File: src/design/acc_pkg.sv
// package: constants and types for the converter control block
package acc_pkg;
  localparam int RES_W = 12;
  localparam int CH_N = 6;
  localparam logic [4:0] SAMPLE_CYC = 5'h04;
  localparam logic [4:0] CONV_CYC = 5'h0C;
  localparam logic [4:0] TOTAL_CYC = 5'h10;
  localparam logic [6:0] DIV_RST = 7'h00;
  localparam logic [4:0] CNT_RST = 5'h00;
  localparam logic [RES_W-1:0] RES_RST = 12'h000;
  // input source codes
  localparam logic [3:0] SRC_SUP = 4'h1;
  localparam logic [3:0] SRC_SUP2 = 4'h2;
  localparam logic [3:0] SRC_SUP4 = 4'h3;
  localparam logic [3:0] SRC_GS = 4'h5;
  localparam logic [3:0] SRC_GS2 = 4'h6;
  localparam logic [3:0] SRC_GS4 = 4'h7;
  localparam logic [3:0] SRC_REG = 4'h8;

  typedef enum logic [1:0] {
    ST_IDLE = 2'b00,
    ST_SAMPLE = 2'b01,
    ST_CONVERT = 2'b10
  } acc_state_t;

  // one-hot selects towards the analog mux
  typedef struct packed {
    logic [CH_N-1:0] chan;
    logic supply;
    logic supplyHalf;
    logic supplyQuarter;
    logic gain;
    logic gainHalf;
    logic gainQuarter;
    logic regDiv;
    logic ground;
  } acc_insel_t;

  typedef struct packed {
    logic refSupply;
    logic refPin;
    logic refGain;
  } acc_refsel_t;
endpackage : acc_pkg

File: src/design/acc_conv_ctrl.sv
// converter control: start handshake, busy, clock divide, mux and pin control
// Summary of operation
// start bit low-high-low starts a conversion; high level holds converter reset
// busy flag goes 1 once a conversion starts
// busy flag returns 0 when the conversion ends
// end of conversion sets request flag; enabled request raises interrupt
// software may poll busy instead of using the interrupt
// converter clock is system clock divided by 2^code, code 0..7
// software keeps converter clock period within 0.5 to 10 us
// power enable powers the converter; clear it when idle
// software waits settling time after power enable before starting
// reference field: 00 supply, 01 external pin, 1x gain stage
// software enables gain stage or configures ref pin as needed
// supply or gain-stage reference disconnects external reference pin
// analog pin assignment disables other functions and overrides direction
// pull-high removed while pin is an analog input
// source 0000, 0100, 1100-1111 converts the selected external channel
// channel codes 0-5 route channels; higher codes float
// source 1, 2, 3 select supply, half, quarter
// source 5, 6, 7 select gain stage, half, quarter
// source 8 selects regulator divider; 9-11 ground
// internal source disconnects every external channel
// bandgap gain-stage input disconnects the external gain-stage pin
// gain-stage select 0 takes pin, 1 takes bandgap
// conversion is 4 sample plus 12 convert clocks, busy for 16
// justify bit places result left or right, unused bits zero
// result registers update no later than busy clear and flag set
module acc_conv_ctrl (
  input wire logic mclk,
  input wire logic rst_n,
  input wire logic convStart,
  input wire logic convPowerEnable,
  input wire logic [2:0] convClockDividerSel,
  input wire logic [1:0] referenceSourceSel,
  input wire logic [3:0] inputSourceSel,
  input wire logic [3:0] externalChannelSel,
  input wire logic gainStageInputSel,
  input wire logic resultJustifySel,
  input wire logic [acc_pkg::CH_N-1:0] pinFunctionSelect,
  input wire logic [acc_pkg::CH_N-1:0] portDirectionControl,
  input wire logic [acc_pkg::CH_N-1:0] pullHighEnable,
  input wire logic intEnable,
  input wire logic intFlagClear,
  input wire logic [acc_pkg::RES_W-1:0] coreResult,
  output logic convBusyFlag,
  output logic intRequestFlag,
  output logic intOut,
  output logic [7:0] resultHigh,
  output logic [7:0] resultLow,
  output logic convClockEn,
  output logic coreReset,
  output logic coreSample,
  output logic corePower,
  output acc_pkg::acc_insel_t inputSel,
  output acc_pkg::acc_refsel_t refSel,
  output logic gainPinConnect,
  output logic bandgapConnect,
  output logic [acc_pkg::CH_N-1:0] pinOtherFuncDisable,
  output logic [acc_pkg::CH_N-1:0] pinDirInput,
  output logic [acc_pkg::CH_N-1:0] pinPullHighOn
);

  // external channel is used for these source codes
  function automatic logic isExternal(input logic [3:0] src);
    isExternal = (src == 4'h0) || (src == 4'h4) || (src[3:2] == 2'b11);
  endfunction : isExternal

  acc_pkg::acc_state_t state_q, state_d;
  logic [4:0] cnt_q, cnt_d;
  logic [6:0] div_q, div_d;
  logic startPrev_q, startPrev_d;
  logic busy_q, busy_d;
  logic flag_q, flag_d;
  logic [7:0] resHi_q, resHi_d;
  logic [7:0] resLo_q, resLo_d;
  logic tick;
  logic startFall;
  logic done;
  logic [9:0] sampLen_q, sampLen_d;

  // divider: a tick every 2^sel system clocks; held clear while powered down
  // restarted on the start edge so the first sample clock is a full period
  always_comb begin
    div_d = div_q + 7'h01;
    tick = 1'b0;
    if (!convPowerEnable || convStart || startFall) begin
      div_d = acc_pkg::DIV_RST;
    end else if (div_q >= ((7'h01 << convClockDividerSel) - 7'h01)) begin
      div_d = acc_pkg::DIV_RST;
      tick = 1'b1;
    end
  end

  always_ff @(posedge mclk) begin
    if (!rst_n) begin
      div_q <= acc_pkg::DIV_RST;
    end else begin
      div_q <= div_d;
    end
  end

  assign startFall = startPrev_q && !convStart;
  assign done = (state_q == acc_pkg::ST_CONVERT) && tick && (cnt_q == acc_pkg::TOTAL_CYC - 5'h01);

  // conversion sequencer: start on falling edge of start bit, high holds reset
  always_comb begin
    state_d = state_q;
    cnt_d = cnt_q;
    startPrev_d = convStart;
    busy_d = busy_q;
    flag_d = flag_q;
    resHi_d = resHi_q;
    resLo_d = resLo_q;
    if (intFlagClear) begin
      flag_d = 1'b0;
    end
    if (!convPowerEnable || convStart) begin
      state_d = acc_pkg::ST_IDLE;
      cnt_d = acc_pkg::CNT_RST;
      busy_d = 1'b0;
    end else begin
      unique case (state_q)
        acc_pkg::ST_IDLE: begin
          if (startFall) begin
            state_d = acc_pkg::ST_SAMPLE;
            cnt_d = acc_pkg::CNT_RST;
            busy_d = 1'b1;
          end
        end
        acc_pkg::ST_SAMPLE: begin
          if (tick) begin
            cnt_d = cnt_q + 5'h01;
            if (cnt_q == acc_pkg::SAMPLE_CYC - 5'h01) begin
              state_d = acc_pkg::ST_CONVERT;
            end
          end
        end
        acc_pkg::ST_CONVERT: begin
          if (tick) begin
            cnt_d = cnt_q + 5'h01;
          end
          if (done) begin
            state_d = acc_pkg::ST_IDLE;
            busy_d = 1'b0;
            flag_d = 1'b1;
            // result lands in the same cycle busy clears
            if (resultJustifySel) begin
              resHi_d = {4'h0, coreResult[11:8]};
              resLo_d = coreResult[7:0];
            end else begin
              resHi_d = coreResult[11:4];
              resLo_d = {coreResult[3:0], 4'h0};
            end
          end
        end
        default: begin
          state_d = acc_pkg::ST_IDLE;
          busy_d = 1'b0;
        end
      endcase
    end
  end

  always_ff @(posedge mclk) begin
    if (!rst_n) begin
      state_q <= acc_pkg::ST_IDLE;
      cnt_q <= acc_pkg::CNT_RST;
      startPrev_q <= 1'b0;
      busy_q <= 1'b0;
      flag_q <= 1'b0;
      resHi_q <= acc_pkg::RES_RST[7:0];
      resLo_q <= acc_pkg::RES_RST[7:0];
    end else begin
      state_q <= state_d;
      cnt_q <= cnt_d;
      startPrev_q <= startPrev_d;
      busy_q <= busy_d;
      flag_q <= flag_d;
      resHi_q <= resHi_d;
      resLo_q <= resLo_d;
    end
  end

  assign convBusyFlag = busy_q;
  assign intRequestFlag = flag_q;
  assign intOut = flag_q && intEnable;
  assign resultHigh = resHi_q;
  assign resultLow = resLo_q;
  assign convClockEn = tick;
  assign coreReset = convStart;
  assign coreSample = (state_q == acc_pkg::ST_SAMPLE);
  assign corePower = convPowerEnable;

  // analog input mux decode
  always_comb begin
    inputSel = '0;
    if (isExternal(inputSourceSel)) begin
      if (externalChannelSel < 4'h6) begin
        inputSel.chan[externalChannelSel[2:0]] = 1'b1;
      end
    end else begin
      unique case (inputSourceSel)
        acc_pkg::SRC_SUP: inputSel.supply = 1'b1;
        acc_pkg::SRC_SUP2: inputSel.supplyHalf = 1'b1;
        acc_pkg::SRC_SUP4: inputSel.supplyQuarter = 1'b1;
        acc_pkg::SRC_GS: inputSel.gain = 1'b1;
        acc_pkg::SRC_GS2: inputSel.gainHalf = 1'b1;
        acc_pkg::SRC_GS4: inputSel.gainQuarter = 1'b1;
        acc_pkg::SRC_REG: inputSel.regDiv = 1'b1;
        default: inputSel.ground = 1'b1;
      endcase
    end
  end

  // reference select; the pin only connects for code 01
  always_comb begin
    refSel.refSupply = (referenceSourceSel == 2'b00);
    refSel.refPin = (referenceSourceSel == 2'b01);
    refSel.refGain = referenceSourceSel[1];
  end

  assign gainPinConnect = !gainStageInputSel;
  assign bandgapConnect = gainStageInputSel;

  // analog pins: other functions off, direction forced to input, pull-high off
  assign pinOtherFuncDisable = pinFunctionSelect;
  assign pinDirInput = pinFunctionSelect | portDirectionControl;
  assign pinPullHighOn = pullHighEnable & ~pinFunctionSelect;

  // sample-phase length in system clocks; only the sample length check reads it
  always_comb begin
    sampLen_d = coreSample ? sampLen_q + 10'h001 : 10'h000;
  end

  always_ff @(posedge mclk) begin
    if (!rst_n) begin
      sampLen_q <= 10'h000;
    end else begin
      sampLen_q <= sampLen_d;
    end
  end

  // sequencer and handshake checks
  a_busy_on_start: assert property (@(posedge mclk) disable iff (!rst_n)
    startFall && convPowerEnable && state_q == acc_pkg::ST_IDLE |=> convBusyFlag)
    else $error("busy not set after start");
  a_busy_clear_done: assert property (@(posedge mclk) disable iff (!rst_n)
    done |=> !convBusyFlag && intRequestFlag)
    else $error("busy not cleared or flag not set at end");
  a_int_gate: assert property (@(posedge mclk) disable iff (!rst_n)
    intOut |-> intRequestFlag && intEnable)
    else $error("interrupt without enabled flag");
  a_flag_sticky: assert property (@(posedge mclk) disable iff (!rst_n)
    intRequestFlag && !intFlagClear |=> intRequestFlag)
    else $error("request flag dropped without clear");
  a_start_reset: assert property (@(posedge mclk) disable iff (!rst_n)
    convStart |=> !convBusyFlag)
    else $error("busy while start held");
  a_busy_power: assert property (@(posedge mclk) disable iff (!rst_n)
    !convPowerEnable |=> !convBusyFlag)
    else $error("busy while powered down");
  a_sample_busy: assert property (@(posedge mclk) disable iff (!rst_n)
    coreSample |-> convBusyFlag)
    else $error("sampling without busy");
  a_sample_len: assert property (@(posedge mclk) disable iff (!rst_n)
    $fell(coreSample) && state_q == acc_pkg::ST_CONVERT
    |-> sampLen_q == (10'(acc_pkg::SAMPLE_CYC) << convClockDividerSel))
    else $error("sample phase not four converter clocks");
  a_cnt_range: assert property (@(posedge mclk) disable iff (!rst_n)
    state_q != acc_pkg::ST_IDLE |-> cnt_q < acc_pkg::TOTAL_CYC)
    else $error("converter cycle count out of range");

  // divider and result checks
  a_tick_gap: assert property (@(posedge mclk) disable iff (!rst_n)
    convClockEn |=> !convClockEn || convClockDividerSel == 3'h0)
    else $error("converter clock enable longer than one cycle");
  a_res_hold: assert property (@(posedge mclk) disable iff (!rst_n)
    !done |=> $stable(resultHigh) && $stable(resultLow))
    else $error("result changed outside end of conversion");
  a_just_right: assert property (@(posedge mclk) disable iff (!rst_n)
    done && resultJustifySel |=> resultHigh[7:4] == 4'h0)
    else $error("right justify upper bits not zero");

  // mux and pin checks
  a_ext_disc: assert property (@(posedge mclk) disable iff (!rst_n)
    !isExternal(inputSourceSel) |-> inputSel.chan == '0)
    else $error("external channel connected with internal source");
  a_insel_onehot: assert property (@(posedge mclk) disable iff (!rst_n)
    $onehot0(inputSel))
    else $error("more than one converter input selected");
  a_ref_pin: assert property (@(posedge mclk) disable iff (!rst_n)
    referenceSourceSel != 2'b01 |-> !refSel.refPin)
    else $error("reference pin not disconnected");
  a_ref_onehot: assert property (@(posedge mclk) disable iff (!rst_n)
    $onehot(refSel))
    else $error("reference select not exactly one source");
  a_gain_sel: assert property (@(posedge mclk) disable iff (!rst_n)
    gainStageInputSel |-> bandgapConnect && !gainPinConnect)
    else $error("gain-stage pin still connected with bandgap input");
  a_pin_dir: assert property (@(posedge mclk) disable iff (!rst_n)
    (pinDirInput & pinFunctionSelect) == pinFunctionSelect)
    else $error("analog pin direction not forced to input");
  a_pull_off: assert property (@(posedge mclk) disable iff (!rst_n)
    (pinPullHighOn & pinFunctionSelect) == '0)
    else $error("pull-high on analog pin");

endmodule : acc_conv_ctrl

File: config.mk
export PLATFORM = sky130hd
export DESIGN_NAME = acc_conv_ctrl
export DESIGN_NICKNAME = d
export VERILOG_FILES = /design/src/design/acc_pkg.sv /design/src/design/acc_conv_ctrl.sv
export SDC_FILE = /design/constraint.sdc
export NUM_CORES = 1
export LEC_CHECK = 0
export BUFFER_PORTS_ARGS = -buffer_cell sky130_fd_sc_hd__buf_2
export CELL_PAD_IN_SITES_DETAIL_PLACEMENT = 0
export CELL_PAD_IN_SITES_GLOBAL_PLACEMENT = 2
export CORE_ASPECT_RATIO = 1.5
export CORE_UTILIZATION = 27
export CTS_BUF_LIST = sky130_fd_sc_hd__clkbuf_2 sky130_fd_sc_hd__clkbuf_4 sky130_fd_sc_hd__clkbuf_8
export CTS_CLUSTER_DIAMETER = 80
export CTS_CLUSTER_SIZE = 30
export DETAILED_ROUTE_END_ITERATION = 10
export GPL_ROUTABILITY_DRIVEN = 0
export PLACE_DENSITY_LB_ADDON = 0.1
export SETUP_SLACK_MARGIN = 0.1
export SLEW_MARGIN = 20
export SYNTH_ARGS = -nofsm -noshare
export SYNTH_HDL_FRONTEND = slang
export SYNTH_SLANG_ARGS = --single-unit
File: constraint.sdc
create_clock -name mclk -period 4 [get_ports mclk]
set_input_delay 0.2 -clock mclk [delete_from_list [all_inputs] [get_ports mclk]]
set_output_delay 0.2 -clock mclk [all_outputs]
set_load 0.1 [all_outputs]
==> results of run 1 <==
[power by group]
| group | leakage, uW | internal [uW] | switching, uW | total, uW |
|---|---|---|---|---|
| Clock | 0.0000498 | 144 | 117 | 261 |
| Combinational | 0.00108 | 49.9 | 173 | 223 |
| Sequential | 0.000266 | 330 | 1.19 | 331 |
| Total | 0.00140 | 524 | 291 | 815 |
[cells by family (layout without fill, tap and decap cells)]
group	after synthesis	after routing	synth area share, %
AND/OR/NAND/NOR	116	116	30.6
flip-flops	33	33	31.1
adder cells (fa/ha/maj)	13	13	7.65
multiplexers	19	19	8.94
buffers and inverters	29	127	7.94
XOR/XNOR	5	5	2.06
AO/OA/AOI/OAI	32	32	11.7
[final cells by class]
type                            count  area (sq um)  area share, %
Clock buffer                        8          91.3           3.30
Inverter                            8          30.0           1.09
Multi-Input combinational cell    185          1300           46.9
Sequential cell                    33           661           23.9
Tap cell                          102           128           4.62
Timing Repair Buffer              111           558           20.2
[registers in the layout, indices dropped and copies added (netlist names)]
signal	cells
convBusyFlag	1
state_q	2
resultLow	8
intRequestFlag	1
resultHigh	8
startPrev_q	1
div_q	7
cnt_q	5
[synthesized netlist by cell type, drive strengths merged, types with 5 or more instances]
library cell / instances
ha: 13
nor2b: 12
nor3: 6
nand3b: 5
clkbuf: 6
nand3: 7
nor2: 22
nand2: 18
mux2i: 19
nand4: 11
buf: 15
nand2b: 10
inv: 8
o211a: 8
a21oi: 7
dfxtp: 33
or2: 7
[metal layers]
metal | wire [um] | vias up
met4 | 63 | 0
li1 | - | 1066
met3 | 289 | 5
met1 | 2130 | 912
met2 | 2580 | 59
met5 | 0 | -
[worst max-delay path, stage by stage, from the launching register on]
cell and delay (ps):
dfxtp_1 350, ha_1 330, a21o_1 190, a221o_1 330, a41oi_1 320, nor2_1 140, buf_2 310
[metrics by stage]
stage          total power [uW]  cell area [sq um]
6_report                    815               2770
5_1_grt                     852               2770
4_1_cts                     829               2770
3_5_place_dp                563               2670
3_3_place_gp                563               2670
2_1_floorplan               516               2130
[worst min path at each step]
| stage | from | depth (start not counted) | slack (ps) | end |
|---|---|---|---|---|
| 4_1_cts | coreResult[2] | 3 | 190 | resultLow[2]$_SDFFE_PN0P_ |
| 3_5_place_dp | resultLow[0]$_SDFFE_PN0P_ | 2 | 440 | resultLow[0]$_SDFFE_PN0P_ |
| 3_3_place_gp | resultHigh[6]$_SDFFE_PN0P_ | 2 | 440 | resultHigh[6]$_SDFFE_PN0P_ |
| 2_1_floorplan | convStart | 1 | 320 | startPrev_q$_SDFF_PN0_ |
| 5_1_grt | coreResult[11] | 3 | 200 | resultHigh[7]$_SDFFE_PN0P_ |
| 6_report | coreResult[2] | 3 | 200 | resultLow[2]$_SDFFE_PN0P_ |
==> results.yml, run 1 <==
outcome:
  status: "finished, final reports clean"
clock_network:
  htreeDepth: 2
  post_cts_resized: 0
  clk_pin_slew_ps: 70
  cts_setup_buffers: 0
  clock_latency_ps: 280
  tritoncts: "done"
  cts_root_buf: "clkbuf_8"
  numCtsBuffers: 5
  ctsHoldBuffers: 0
  clk_path_buf_depth: 2
  clkSinkCount: 33
global_route:
  met3_usage_pct: 3.45
  met2_usage_pct: 21.9
  antenna_found_initial: 0
  gr-total-overflow: 0
  grt_pass1_wl_mm: 8.23
  grt_pass1_vias: 1847
  track_usage_pct: 12.7
  grt-busiest-layer: "met2"
  grt_max_degree: 29
  grtUsageMet1_pct: 14.5
die:
  dieArea_sq_um: 8240
  fp.coreArea_sq_um: 7610
  io_pins: 111
  rows: 39
  die_y_um: 111
  fp.dieW_um: 74.5
  initial_core_util_pct: 27.9
place:
  pre_cts_ws_ps: 1580
  portBuffers: 110
  place_inst: 439
  dp_hpwl_mm: 4.05
worst_setup_path:
  worst-r2r-cell-count: 6
  arrival_ps: 2250
  worstSetupStartpoint: "div_q[4]$_SDFF_PP0_"
  rr_startpoint: "div_q[4]$_SDFF_PP0_"
  rr_endpoint: "div_q[2]$_SDFF_PP0_"
  cp-end-kind: "primary output"
  crit_type: "reg2out"
  worstPathRequired_ps: 3800
  start_kind: "flip-flop"
  r2r_slack_ps: 1680
  cp_max_fo: 4
  crit_path_end: "convClockEn"
layout:
  fin_cells: 447
  final_cell_mix: "110 x buf_2, 33 x dfxtp_1, 19 x mux2i_1, 18 x nand2_1, 15 x nor2_1"
  nets: 408
  n_antenna_cell: 0
  layout-drive-gt1-share_pct: 39.1
  utilization_pct: 36.3
  syn_to_final_growth_pct: 30.0
  n_fill_cell: 830
  final_common_cell: "buf_2"
sta:
  slew_headroom_pct: 43.5
  period_minus_slack_ps: 2450
  final-setup-viol-count: 0
  tightest_slew_ps: 845
  fin_hold_ws_ps: 200
  finalHoldViolations: 0
  max_freq_mhz: 408
  tns_ps: 0
  period_share_pct: 61.2
  fin_skew_ps: 8.82
  worst_slack_ps: 1550
  maxSlewViolCount: 0
  rsz0062_at_grt: "false"
detailed_routing:
  wl_per_cell_um: 11.3
  drc_errors: 0
  first_iter_violations: 48
  route.vias.total: 2042
  firstDrtPassIters: 4
  antenna_left: 0
  routed_wl_mm: 5.07
  via_per_inst: 4.57
logic_synthesis:
  synthFlopType: "dfxtp_1"
  synth_nets: 311
  postSynthAreaPerCell_sq_um: 8.61
  synth_area_leaders: "dfxtp_1 31%, mux2i_1 8.9%, ha_1 7.6%"
  synthDistinctLibCells: 47
  ys_seq_elements: 33
  async_flop_share_pct: 0
  yosysTopAreaCell: "dfxtp_1"
  synth_edf_count: 0
  synth_top_area_share_pct: 31.1
  netlist_instances: 247
  seq_area_frac_synth_pct: 31.1
  syn_area_sq_um: 2130
  yosys_warnings: 0
worst_hold_path:
  hold_path.class: "in2reg"
pwr:
  vdd_drop_max_uv: 153
  total_leakage_power_uw: 0.00140
  p_per_area_nw_per_um2: 295
flow_run:
  cap_viol_max_count: 0
(Power assumes the default switching activity.)
==> inputs of run 2 (changes only) <==
CORE_UTILIZATION = 23   (was 27)
clock period = 1.98 ns   (was 4 ns; I/O delays follow)
==> results.yml, run 2 (synthesis gave the netlist of run 1 again) <==
outcome:
  status: "finished, final reports clean"
die:
  fp.coreArea_sq_um: 8880
  dieArea_sq_um: 9640
  io_pins: 111
  initial_core_util_pct: 24.0
  fp.dieW_um: 80.5
  die_y_um: 120
  rows: 42
clock_network:
  tritoncts: "done"
  cts_root_buf: "clkbuf_8"
  htreeDepth: 2
  clkSinkCount: 33
  ctsHoldBuffers: 0
  numCtsBuffers: 5
  clock_latency_ps: 290
  clk_pin_slew_ps: 70
  clk_path_buf_depth: 2
global_route:
  grt_max_degree: 25
  track_usage_pct: 13.5
  antenna_found_initial: 0
  gr-total-overflow: 0
  grt_pass1_vias: 2123
  grt_pass1_wl_mm: 9.98
flow_run:
  cap_viol_max_count: 0
worst_setup_path:
  cp_max_fo: 2
  r2r_slack_ps: 30
  worstSetupStartpoint: "div_q[6]$_SDFF_PP0_"
  rr_endpoint: "div_q[4]$_SDFF_PP0_"
  worst-r2r-cell-count: 6
  rr_startpoint: "div_q[6]$_SDFF_PP0_"
  cp-end-kind: "primary output"
  worstPathRequired_ps: 1880
  path_cells: "ha_4 > and2_4 > a221o_1 > a41oi_2 > buf_4 > nor2_4 > buf_12"
  arrival_ps: 1860
  crit_type: "reg2out"
  slowest_stage: "dfxtp_2"
  start_kind: "flip-flop"
  slowest_delay_ps: 350
detailed_routing:
  via_per_inst: 4.55
  drc_errors: 0
  antenna_left: 0
  firstDrtPassIters: 2
  route.vias.total: 2151
  wl_per_cell_um: 13.1
  first_iter_violations: 43
  routed_wl_mm: 6.19
layout:
  final_cell_mix: "110 x buf_2, 29 x dfxtp_1, 19 x mux2i_1, 18 x nand2_1, 16 x buf_4"
  final_common_cell: "buf_2"
  layout-drive-gt1-share_pct: 48.2
  n_antenna_cell: 0
  fin_area_sq_um: 3090
  nets: 426
  syn_to_final_growth_pct: 45.5
pwr:
  p_per_area_nw_per_um2: 593
  power.total_uw: 1840
  total_leakage_power_uw: 0.00152
  vdd_drop_max_uv: 269
sta:
  finalHoldViolations: 0
  slew_headroom_pct: 43.4
  period_minus_slack_ps: 1960
  max_freq_mhz: 509
  period_share_pct: 99.2
  final-setup-viol-count: 0
  maxSlewViolCount: 0
  tightest_slew_ps: 846
  fin_hold_ws_ps: 82.2
  worst_slack_ps: 16.8
  fin_skew_ps: 12.9
  rsz0062_at_grt: "true"
place:
  place_area_sq_um: 2890
  portBuffers: 110
  pre_cts_ws_ps: -218
  dp_hpwl_mm: 4.89
worst_hold_path:
  holdCritStartpoint: "rst_n"
  holdPathStages: 2
  hold_path.class: "in2reg"
  min_to: "intRequestFlag$_SDFF_PN0_"
## run 2: through the flow
stage / std cells / utilization, % / TNS, ps
global placement: 459 / 32.6 / -2650
CTS: 472 / 34.5 / -0.502
floorplan: 247 / - / -428
finish: 473 / 34.8 / 0
detailed placement: 459 / 32.6 / -3720
global route: 473 / 34.8 / -447
## run 2: worst max-delay path by stage
stage	endpoint	cells after the start
final	convClockEn	7
after floorplan	inputSel[8]	4
after detailed placement	div_q[4]$_SDFF_PP0_	8
after global routing	convClockEn	7
after global placement	div_q[4]$_SDFF_PP0_	8
after CTS	convClockEn	7
## run 2: final cells by class
type	count	area, sq um
well taps	110	138
fillers	970	5790
repair buffers	128	702
inverters	8	30.0
clock inverters	1	30.0
clock buffers	7	90.1
multi-input cells	186	1440
flip-flops and latches	33	666
## run 2: what timing repair did
item,in CTS,in global routing
pin swaps,1,4
endpoints found under the setup margin,22,33
cloned,2,0
hold endpoints to repair,0,0
buffers inserted,3,1
resized for setup,4,4
## run 2: power breakdown
part / internal (uW) / total, uW / switching (uW) / leakage [uW]
Clock: 424 / 686 / 262 / 0.0000619
Combinational: 115 / 483 / 368 / 0.00119
Sequential: 666 / 668 / 1.73 / 0.000268
## run 2: critical path, delay by kind of cell, from the launching register on
kind            cells  cell delay (ps)
fa+ha+maj           1              200
flops               1              350
buf+inv             2              320
simple gates        2              170
compound gates      2              540
## run 2: per-layer routing
| layer | wire [um] | vias up | global-route usage (%) |
|---|---|---|---|
| met5 | 0 | - | 0 |
| met1 | 2430 | 991 | 14.1 |
| met4 | 63 | 0 | 4.35 |
| met2 | 3420 | 58 | 25.8 |
| li1 | - | 1098 | - |
| met3 | 282 | 4 | 2.59 |
